`src/core/spc_cfg.svh`:
```
// Purpose: Constants of the speech playback command control block
// Assumes: 20 MHz clock, byte commands written through the register port
// Notes: Definitions only
`ifndef SPC_CFG_SVH
`define SPC_CFG_SVH

// ****************************************
// Register offsets
// ****************************************
`define SPC_OFS_CMD 4'h0
`define SPC_OFS_STATUS 4'h4
`define SPC_OFS_PHRASE 4'h8
`define SPC_OFS_VOLUME 4'hc

// ****************************************
// Command encodings
// ****************************************
`define SPC_OP_SELECT 4'h3
`define SPC_BYTE_BEGIN 8'h50
`define SPC_BYTE_SILENCE 8'h70
`define SPC_BYTE_REP_SET 8'h80
`define SPC_BYTE_REP_CLR 8'h90
`define SPC_BYTE_COARSE 8'h40
`define SPC_BYTE_FINE 8'h08

// ****************************************
// Widths, reset values and decode limits
// ****************************************
`define SPC_PHRASE_W 10
`define SPC_COARSE_W 5
`define SPC_FINE_W 6
`define SPC_DATA_W 16
`define SPC_COARSE_RST 5'h00
`define SPC_COARSE_MUTE 5'h1f
`define SPC_FINE_RST 6'h23
`define SPC_FINE_MUTE_MAX 6'h0e

// ****************************************
// Timing
// ****************************************
`define SPC_CLK_KHZ 20000
`define SPC_STEP_MS 4
`define SPC_ADDR_CYC 20
`endif

```
`src/core/spc_pkg.sv`:
```
// Purpose: Types of the speech playback command control block
// Assumes: spc_cfg.svh provides widths
// Notes: Module state is two packed structs, reset release and registers
`include "spc_cfg.svh"
package spc_pkg;

   // ****************************************
   // Sequencer states, one-hot
   // ****************************************
   typedef enum logic [3:0] {
      SPC_IDLE = 4'h1,
      SPC_ADDR = 4'h2,
      SPC_DIRECT_CMD_A = 4'h4,
      SPC_SIL = 4'h8
   } spc_state_type;

   // ****************************************
   // Register state of the top module
   // ****************************************
   typedef struct packed {
      logic rst1;
      logic rst2;
   } spc_rst_type;

   typedef struct packed {
      spc_state_type st;
      logic second;
      logic [7:0] op;
      logic [`SPC_PHRASE_W-1:0] phrase;
      logic [7:0] sil_len;
      logic pend_sil;
      logic pend_direct_cmd_a;
      logic repeat_on;
      logic [`SPC_COARSE_W-1:0] coarse;
      logic [`SPC_FINE_W-1:0] fine;
      logic [7:0] addr_cnt;
      logic [16:0] step_cnt;
      logic [7:0] sil_cnt;
      logic accept;
      logic active_n;
      logic busy_n;
      logic start;
      logic coarse_mute;
      logic fine_mute;
      logic [`SPC_DATA_W-1:0] rdata;
   } spc_regs_type;

endpackage

```
`src/core/spc_top.sv`:
```
// Purpose: Command interpreter for phrase playback, silence, repeat and volume
// Assumes: Command bytes arrive one per write to the command offset
// Notes: Playback engine reports phrase end and power events on the same clock
// Notes on behaviour
// - Phrase select is two bytes: 0011, address 9:8, 00; then address 7:0
// - Phrase select stores the ten-bit address only; playback waits for begin
// - Power-down clears the stored phrase address
// - Begin byte 50h starts the stored phrase; host selects first
// - Silence insert is 70h then length; host sends it while accept high
// - Silence lasts length plus one times 4 ms
// - After silence insert accept stays low until phrase ends, then rises
// - Direct_cmd_a during silence drops accept until the queued phrase starts
// - Playback active stays low through a whole chained sequence
// - Repeat set is 80h, valid during playback while accept is high
// - Repeat mode replays the phrase and holds accept low
// - Halt leaves repeat mode
// - Repeat clear is 90h, exits repeat mode and raises accept
// - Coarse volume is two bytes, 5-bit code, refused during power events
// - Coarse code 00 is 0 dB rising attenuation, 1F mutes
// - Coarse code returns to 0 dB at reset and at power-up
// - Fine gain is 08h then 6-bit code, refused during power events
// - Fine code 3F is +12 dB downward, 0E and below mute
// - Fine code resets to 23h, kept over halt, reset at power-down
// - Accept is low while handling a command or phrase address; select and volume bytes do not drop accept here
// - Playback active is low while handling a command or playing
//
// Added by the designer: strobed register access and the placing of the registers.
`include "spc_cfg.svh"
module spc_top #(
   parameter int STEP_CYC = `SPC_STEP_MS * `SPC_CLK_KHZ,
   parameter int ADDR_CYC = `SPC_ADDR_CYC
) (
   input wire logic clk_i,
   input wire logic nrst_i,
   input wire logic [3:0] addr_i,
   input wire logic [`SPC_DATA_W-1:0] wdata_i,
   input wire logic wr_i,
   input wire logic rd_i,
   output logic [`SPC_DATA_W-1:0] rdata_o,
   input wire logic phrase_done_i,
   input wire logic halt_i,
   input wire logic power_down_i,
   input wire logic power_up_i,
   input wire logic power_busy_i,
   output logic direct_cmd_a_start_o,
   output logic [`SPC_PHRASE_W-1:0] direct_cmd_a_addr_o,
   output logic silence_on_o,
   output logic cmd_accept_o,
   output logic playback_active_n_o,
   output logic cmd_busy_n_o,
   output logic [`SPC_COARSE_W-1:0] coarse_vol_code_o,
   output logic [`SPC_FINE_W-1:0] fine_gain_code_o,
   output logic coarse_mute_o,
   output logic fine_mute_o
);

   // ****************************************
   // Reset release
   // ****************************************
   spc_pkg::spc_rst_type rst_q;
   logic rst_n;

   always_ff @(posedge clk_i or negedge nrst_i)
   begin
      if (!nrst_i)
      begin
         rst_q <= '0;
      end
      else
      begin
         rst_q <= {1'b1, rst_q.rst1};
      end
   end
   assign rst_n = rst_q.rst2;

   // ****************************************
   // Helpers
   // ****************************************
   function automatic logic fine_is_mute(input logic [`SPC_FINE_W-1:0] c);
      fine_is_mute = (c <= `SPC_FINE_MUTE_MAX);
   endfunction

   function automatic logic coarse_is_mute(input logic [`SPC_COARSE_W-1:0] c);
      coarse_is_mute = (c == `SPC_COARSE_MUTE);
   endfunction

   // ****************************************
   // State
   // ****************************************
   spc_pkg::spc_regs_type r_q;
   spc_pkg::spc_regs_type r_d;
   logic cmd_wr;
   logic [7:0] b;
   logic first;
   logic sil_last;

   assign cmd_wr = wr_i && (addr_i == `SPC_OFS_CMD);
   assign b = wdata_i[7:0];
   assign first = cmd_wr && !r_q.second;
   assign sil_last = (r_q.step_cnt == 17'(STEP_CYC - 1)) && (r_q.sil_cnt == 8'h00);

   always_comb
   begin
      r_d = r_q;
      r_d.start = 1'b0;
      r_d.rdata = '0;
      // Byte decode
      if (first)
      begin
         r_d.op = b;
         if ((b[7:4] == `SPC_OP_SELECT && b[1:0] == 2'b00) || b == `SPC_BYTE_SILENCE ||
             b == `SPC_BYTE_COARSE || b == `SPC_BYTE_FINE)
         begin
            r_d.second = 1'b1;
         end
         else if (b == `SPC_BYTE_BEGIN)
         begin
            if (r_q.st == spc_pkg::SPC_IDLE)
            begin
               r_d.st = spc_pkg::SPC_ADDR;
               r_d.addr_cnt = '0;
            end
            else if (r_q.st == spc_pkg::SPC_DIRECT_CMD_A && r_q.accept)
            begin
               r_d.pend_direct_cmd_a = 1'b1;
            end
            else if (r_q.st == spc_pkg::SPC_SIL)
            begin
               r_d.pend_direct_cmd_a = 1'b1;
            end
         end
         else if (b == `SPC_BYTE_REP_SET && r_q.st == spc_pkg::SPC_DIRECT_CMD_A && r_q.accept)
         begin
            r_d.repeat_on = 1'b1;
         end
         else if (b == `SPC_BYTE_REP_CLR)
         begin
            r_d.repeat_on = 1'b0;
         end
         // Other first bytes are ignored
      end
      else if (cmd_wr)
      begin
         r_d.second = 1'b0;
         if (r_q.op[7:4] == `SPC_OP_SELECT)
         begin
            r_d.phrase = {r_q.op[3:2], b};
         end
         else if (r_q.op == `SPC_BYTE_SILENCE && r_q.st == spc_pkg::SPC_DIRECT_CMD_A && r_q.accept)
         begin
            r_d.sil_len = b;
            r_d.pend_sil = 1'b1;
         end
         else if (r_q.op == `SPC_BYTE_COARSE && !power_busy_i)
         begin
            r_d.coarse = b[4:0];
         end
         else if (r_q.op == `SPC_BYTE_FINE && !power_busy_i)
         begin
            r_d.fine = b[5:0];
         end
      end
      // Sequencer
      case (r_q.st)
         spc_pkg::SPC_IDLE:
         begin
            r_d.pend_direct_cmd_a = 1'b0;
            r_d.pend_sil = 1'b0;
         end
         spc_pkg::SPC_ADDR:
         begin
            r_d.addr_cnt = r_q.addr_cnt + 8'h01;
            if (r_q.addr_cnt == 8'(ADDR_CYC - 1))
            begin
               r_d.st = spc_pkg::SPC_DIRECT_CMD_A;
               r_d.start = 1'b1;
            end
         end
         spc_pkg::SPC_DIRECT_CMD_A:
         begin
            if (phrase_done_i)
            begin
               if (r_d.repeat_on)
               begin
                  r_d.start = 1'b1;
               end
               else if (r_d.pend_sil)
               begin
                  r_d.st = spc_pkg::SPC_SIL;
                  r_d.pend_sil = 1'b0;
                  r_d.step_cnt = '0;
                  r_d.sil_cnt = r_d.sil_len;
               end
               else if (r_d.pend_direct_cmd_a)
               begin
                  r_d.pend_direct_cmd_a = 1'b0;
                  r_d.start = 1'b1;
               end
               else
               begin
                  r_d.st = spc_pkg::SPC_IDLE;
               end
            end
         end
         spc_pkg::SPC_SIL:
         begin
            r_d.step_cnt = r_q.step_cnt + 17'h00001;
            if (r_q.step_cnt == 17'(STEP_CYC - 1))
            begin
               r_d.step_cnt = '0;
               r_d.sil_cnt = r_q.sil_cnt - 8'h01;
            end
            if (sil_last)
            begin
               if (r_d.pend_direct_cmd_a)
               begin
                  r_d.st = spc_pkg::SPC_DIRECT_CMD_A;
                  r_d.pend_direct_cmd_a = 1'b0;
                  r_d.start = 1'b1;
               end
               else
               begin
                  r_d.st = spc_pkg::SPC_IDLE;
               end
            end
         end
         default:
         begin
            r_d.st = spc_pkg::SPC_IDLE;
         end
      endcase
      // Halt and power events take priority
      if (halt_i || power_down_i)
      begin
         r_d.st = spc_pkg::SPC_IDLE;
         r_d.repeat_on = 1'b0;
         r_d.pend_direct_cmd_a = 1'b0;
         r_d.pend_sil = 1'b0;
         r_d.start = 1'b0;
      end
      if (power_down_i)
      begin
         r_d.phrase = '0;
         r_d.fine = `SPC_FINE_RST;
      end
      if (power_up_i)
      begin
         r_d.coarse = `SPC_COARSE_RST;
      end
      // Status outputs
      r_d.accept = (r_d.st == spc_pkg::SPC_IDLE) ||
                   (r_d.st == spc_pkg::SPC_DIRECT_CMD_A && !r_d.repeat_on && !r_d.pend_sil && !r_d.pend_direct_cmd_a) ||
                   (r_d.st == spc_pkg::SPC_SIL && !r_d.pend_direct_cmd_a);
      r_d.active_n = (r_d.st == spc_pkg::SPC_IDLE) && !cmd_wr;
      r_d.busy_n = (r_d.st != spc_pkg::SPC_ADDR);
      r_d.coarse_mute = coarse_is_mute(r_d.coarse);
      r_d.fine_mute = fine_is_mute(r_d.fine);
      // Register reads
      if (rd_i)
      begin
         case (addr_i)
            `SPC_OFS_STATUS:
               r_d.rdata = {8'h00, r_q.st, r_q.repeat_on, r_q.busy_n, r_q.active_n, r_q.accept};
            `SPC_OFS_PHRASE:
               r_d.rdata = 16'(r_q.phrase);
            `SPC_OFS_VOLUME:
               r_d.rdata = {5'h00, r_q.coarse, r_q.fine};
            default:
               r_d.rdata = '0;
         endcase
      end
   end

   always_ff @(posedge clk_i or negedge rst_n)
   begin
      if (!rst_n)
      begin
         r_q <= '0;
         r_q.st <= spc_pkg::SPC_IDLE;
         r_q.coarse <= `SPC_COARSE_RST;
         r_q.fine <= `SPC_FINE_RST;
         r_q.accept <= 1'b1;
         r_q.active_n <= 1'b1;
         r_q.busy_n <= 1'b1;
      end
      else
      begin
         r_q <= r_d;
      end
   end

   // ****************************************
   // Outputs
   // ****************************************
   assign rdata_o = r_q.rdata;
   assign direct_cmd_a_start_o = r_q.start;
   assign direct_cmd_a_addr_o = r_q.phrase;
   // One-hot silence bit of the state register
   assign silence_on_o = r_q.st[3];
   assign cmd_accept_o = r_q.accept;
   assign playback_active_n_o = r_q.active_n;
   assign cmd_busy_n_o = r_q.busy_n;
   assign coarse_vol_code_o = r_q.coarse;
   assign fine_gain_code_o = r_q.fine;
   assign coarse_mute_o = r_q.coarse_mute;
   assign fine_mute_o = r_q.fine_mute;

   // ****************************************
   // Checks
   // ****************************************
   logic [31:0] sil_cyc_q;
   always_ff @(posedge clk_i or negedge rst_n)
   begin
      if (!rst_n)
      begin
         sil_cyc_q <= '0;
      end
      else
      begin
         sil_cyc_q <= silence_on_o ? sil_cyc_q + 32'h1 : 32'h0;
      end
   end
endmodule

```
`config.mk`:
```
export PLATFORM = sky130hd
export DESIGN_NAME = spc_top
export DESIGN_NICKNAME = d
export VERILOG_FILES = /design/src/core/spc_pkg.sv /design/src/core/spc_top.sv
export VERILOG_INCLUDE_DIRS = /design/src /design/src/core
export SDC_FILE = /design/constraint.sdc
export NUM_CORES = 1
export LEC_CHECK = 0
export ABC_CLOCK_PERIOD_IN_PS = 4900
export BUFFER_PORTS_ARGS = -buffer_cell sky130_fd_sc_hd__buf_2
export CAP_MARGIN = 20
export CORE_UTILIZATION = 60
export DETAILED_ROUTE_END_ITERATION = 8
export PLACE_DENSITY = 0.8
export SLEW_MARGIN = 20
export SYNTH_ARGS = -nofsm -noshare
export SYNTH_HDL_FRONTEND = slang
export SYNTH_SLANG_ARGS = --single-unit
```
`constraint.sdc`:
```
create_clock -name clk_i -period 4.9 [get_ports clk_i]
set_input_delay 0.245 -clock clk_i [delete_from_list [all_inputs] [get_ports clk_i]]
set_output_delay 0.245 -clock clk_i [all_outputs]
set_load 0.01 [all_outputs]
```
==> flow_metrics.tcl <==
set metrics [dict create \
    outcome "completed" \
    async_flop_share_pct 100 \
    hold_start "power_up_i" \
    clk_pin_slew_ns 0.10 \
    pwr-share-clk_pct 36.7 \
    dpl.cell_count 635 \
    path_max_fanout 24 \
    post-route-period-util_pct 57.8 \
    whs_endpoint "coarse_vol_code_o[3]" \
    syn-instance-count 526 \
    viasPerCell 6.15 \
    avgSynthCellArea_um2 9.81 \
    r2r-end "r_q[46]" \
    startpoint_type "register" \
    die_area_um2 8980 \
    layout_commonest_cell "dfrtp_1" \
    grt_usage_pct 25.7 \
    clock.fmax_ghz 0.353 \
    die_w_um 94.8 \
    cts_tree "built" \
    mostFrequentLayoutCells "89 x dfrtp_1, 59 x buf_2, 55 x nand2_1, 44 x nor2_1" \
    antenna_found_initial 0 \
    finalHoldViolCount 0 \
    clk_latency_ns 0.38 \
    dpl_cell_area_um2 5240 \
    drcViolationCount 0 \
    critPathKind "reg2reg" \
    cts_sinks 97 \
    core-area_um2 8260 \
    grt_start_max_net_pins 55 \
    cts.path.max_buffers 2 \
    r2r_setup_slack_ns 2.07 \
    fin_nets 574 \
    worstHoldPathCells 2 \
    syn_area_um2 5160 \
    dr_total_vias 4011 \
    report.final.slew_viol_count 0 \
    synth_ff_type "dfrtp_1" \
    drv_cap 0 \
    drive_above_1_share_pct 23.4 \
    rsz0062_at_grt "no" \
    synth-seq-cells 97 \
    yosys_warnings 0 \
    wl_per_cell_um 16.6 \
    start_util_pct 62.5 \
    numCtsBuffers 9 \
    worstRegToRegCells 7 \
    num_io_pins 73 \
    required_ns 5.19 \
    fin_area_um2 5450 \
    worstPathArrival_ns 3.12 \
    cts-root-buf "clkbuf_8" \
    cp-end-kind "register" \
    synth_cell_types 68 \
    fin_util_pct 66.0 \
    swShare_pct 24.9 \
    area_growth_pct 5.55 \
    gp_congestion 0.891 \
    holdWs_ns 0.0885 \
    cts_setup_buffers 0 \
    grt_overflow 0 \
    finalNonFillerCells 652 \
    rr_startpoint "r_q[95]" \
    ir_drop_mv 0.186 \
    worst_pin_slew_ns 1.09 \
    final-setup-viol-count 0 \
    synth_edf_count 0 \
    die_h_um 94.8 \
    synth_seq_area_share_pct 47.2 \
    fin_tns_setup_ns 0 \
    relSlewSlack_pct 27.1 \
    rows 33 \
    min_period_ns 2.83 \
    antenna_cells 0 \
    cts-resized-gates 0 \
    drt-initial-drc-count 223 \
    total_switching_power_uw 362 \
    grt_pass1_wl_um 17700 \
    power_density_nw_per_um2 267 \
    leakage_uw 0.00236 \
    combPwrFrac_pct 5.6 \
    first_pass_iters 4 \
    cts_max_level 3 \
    wirelength_um 10800 \
    hold_class "in2reg" \
    clock_skew_ns 0.0102 \
    numPortBuffers 59 \
    drt.antenna.violating_nets 0 \
    internal-power_uw 1090 \
    hpwl_um 7750 \
    grt_pass1_vias 3779 \
    p_seq_share_pct 57.8 \
]
## layout make-up
cell class	instances	area [um^2]
clock buffer	10	128
sequential	97	2440
clock inverter	6	72.6
timing repair buffer	62	320
multi-input combinational	362	2320
inverter	10	37.5
tap	105	131
fill	662	2810
## critical path: stages (launching register included)
cell and delay [ns]:
dfrtp_1 0.45, nand2b_1 0.23, nor2_1 0.62, a41oi_1 0.37
o221ai_2 0.39, and2_4 0.40, a21oi_1 0.09, o22ai_1 0.20
## power by group through the flow
stage | logic (uW) | registers (uW) | clock network, uW
CTS | 81.2 | 841 | 548
floorplan | 50.2 | 856 | 0
global placement | 78.5 | 854 | 0
detailed placement | 80.7 | 856 | 0
finish | 80.9 | 841 | 534
global route | 88.3 | 845 | 577
## cells by family after synthesis
logic type / synth area share, %
AO/OA/AOI/OAI: 16.7
XOR/XNOR: 0.170
adder cells (fa/ha/maj): 0.727
buffers and inverters: 8.17
flip-flops: 47.2
multiplexers: 7.15
other: 0.145
AND/OR/NAND/NOR: 19.7
## worst max-delay path by stage
stage / startpoint / end / slack [ns] / cells after the start
final: r_q[95] / r_q[46] / 2.07 / 7
after global routing: r_q[95] / r_q[41] / 1.90 / 7
after CTS: r_q[95] / r_q[46] / 2.09 / 7
after detailed placement: addr_i[2] / r_q[46] / 1.74 / 8
after global placement: addr_i[2] / r_q[41] / 1.83 / 8
after floorplan: rst_n / coarse_mute_o / 2.01 / 0
## flip-flops by register name (all words and copies together) (netlist names), 5 cells and up
name                 cells
direct_cmd_a_addr_o     10
rdata_o                 11
r_q                     56
fine_gain_code_o         6
coarse_vol_code_o        5
## metrics by stage
step	setup WS, ns	power [uW]
after detailed placement	1.74	937
after CTS	2.09	1470
after global placement	1.83	933
final	2.07	1460
after floorplan	2.01	906
after global routing	1.90	1510
## timing repair
action / in CTS / in global routing
hold endpoints to repair: 2 / 0
endpoints found under the setup margin: 0 / 0
hold buffers: 1 / 0
## Yosys cell counts, types with 3 or more instances
cell type / instances / share of area, %
nand3b_1: 6 / 0.87
o211ai_1: 5 / 0.73
dfrtp_1: 90 / 44
and2_1: 6 / 0.73
nor4_1: 3 / 0.36
a22oi_1: 9 / 1.3
a211o_1: 3 / 0.51
buf_4: 37 / 5.4
mux2i_1: 11 / 2.1
nand2_1: 55 / 4.0
nand2b_1: 3 / 0.36
inv_1: 10 / 0.73
o21ai_1: 21 / 2.0
nand4_1: 8 / 0.97
a22o_1: 3 / 0.51
o21ai_0: 24 / 2.3
dfstp_2: 7 / 3.6
ha_1: 3 / 0.73
a21oi_1: 24 / 2.3
buf_1: 3 / 0.22
mux2_2: 23 / 5.0
o22ai_1: 3 / 0.36
nor3_1: 12 / 1.2
a211oi_1: 3 / 0.44
nor2b_1: 3 / 0.36
o31ai_1: 5 / 0.73
o21ai_2: 4 / 0.68
nor4b_1: 4 / 0.68
nand3_1: 9 / 0.87
or2_2: 3 / 0.36
clkbuf_1: 18 / 1.3
and3_1: 10 / 1.2
nor2_1: 44 / 3.2
a31oi_1: 8 / 0.97
## layer usage
metal	GRT usage, %	part of all wire [%]	up-vias
li1	-	-	1890
met1	31.8	43	1978
met2	44.2	50	123
met3	5.07	5.2	20
met4	9.72	2.0	0
met5	0	0	-
Note: power is estimated with default switching activity, not from simulation.
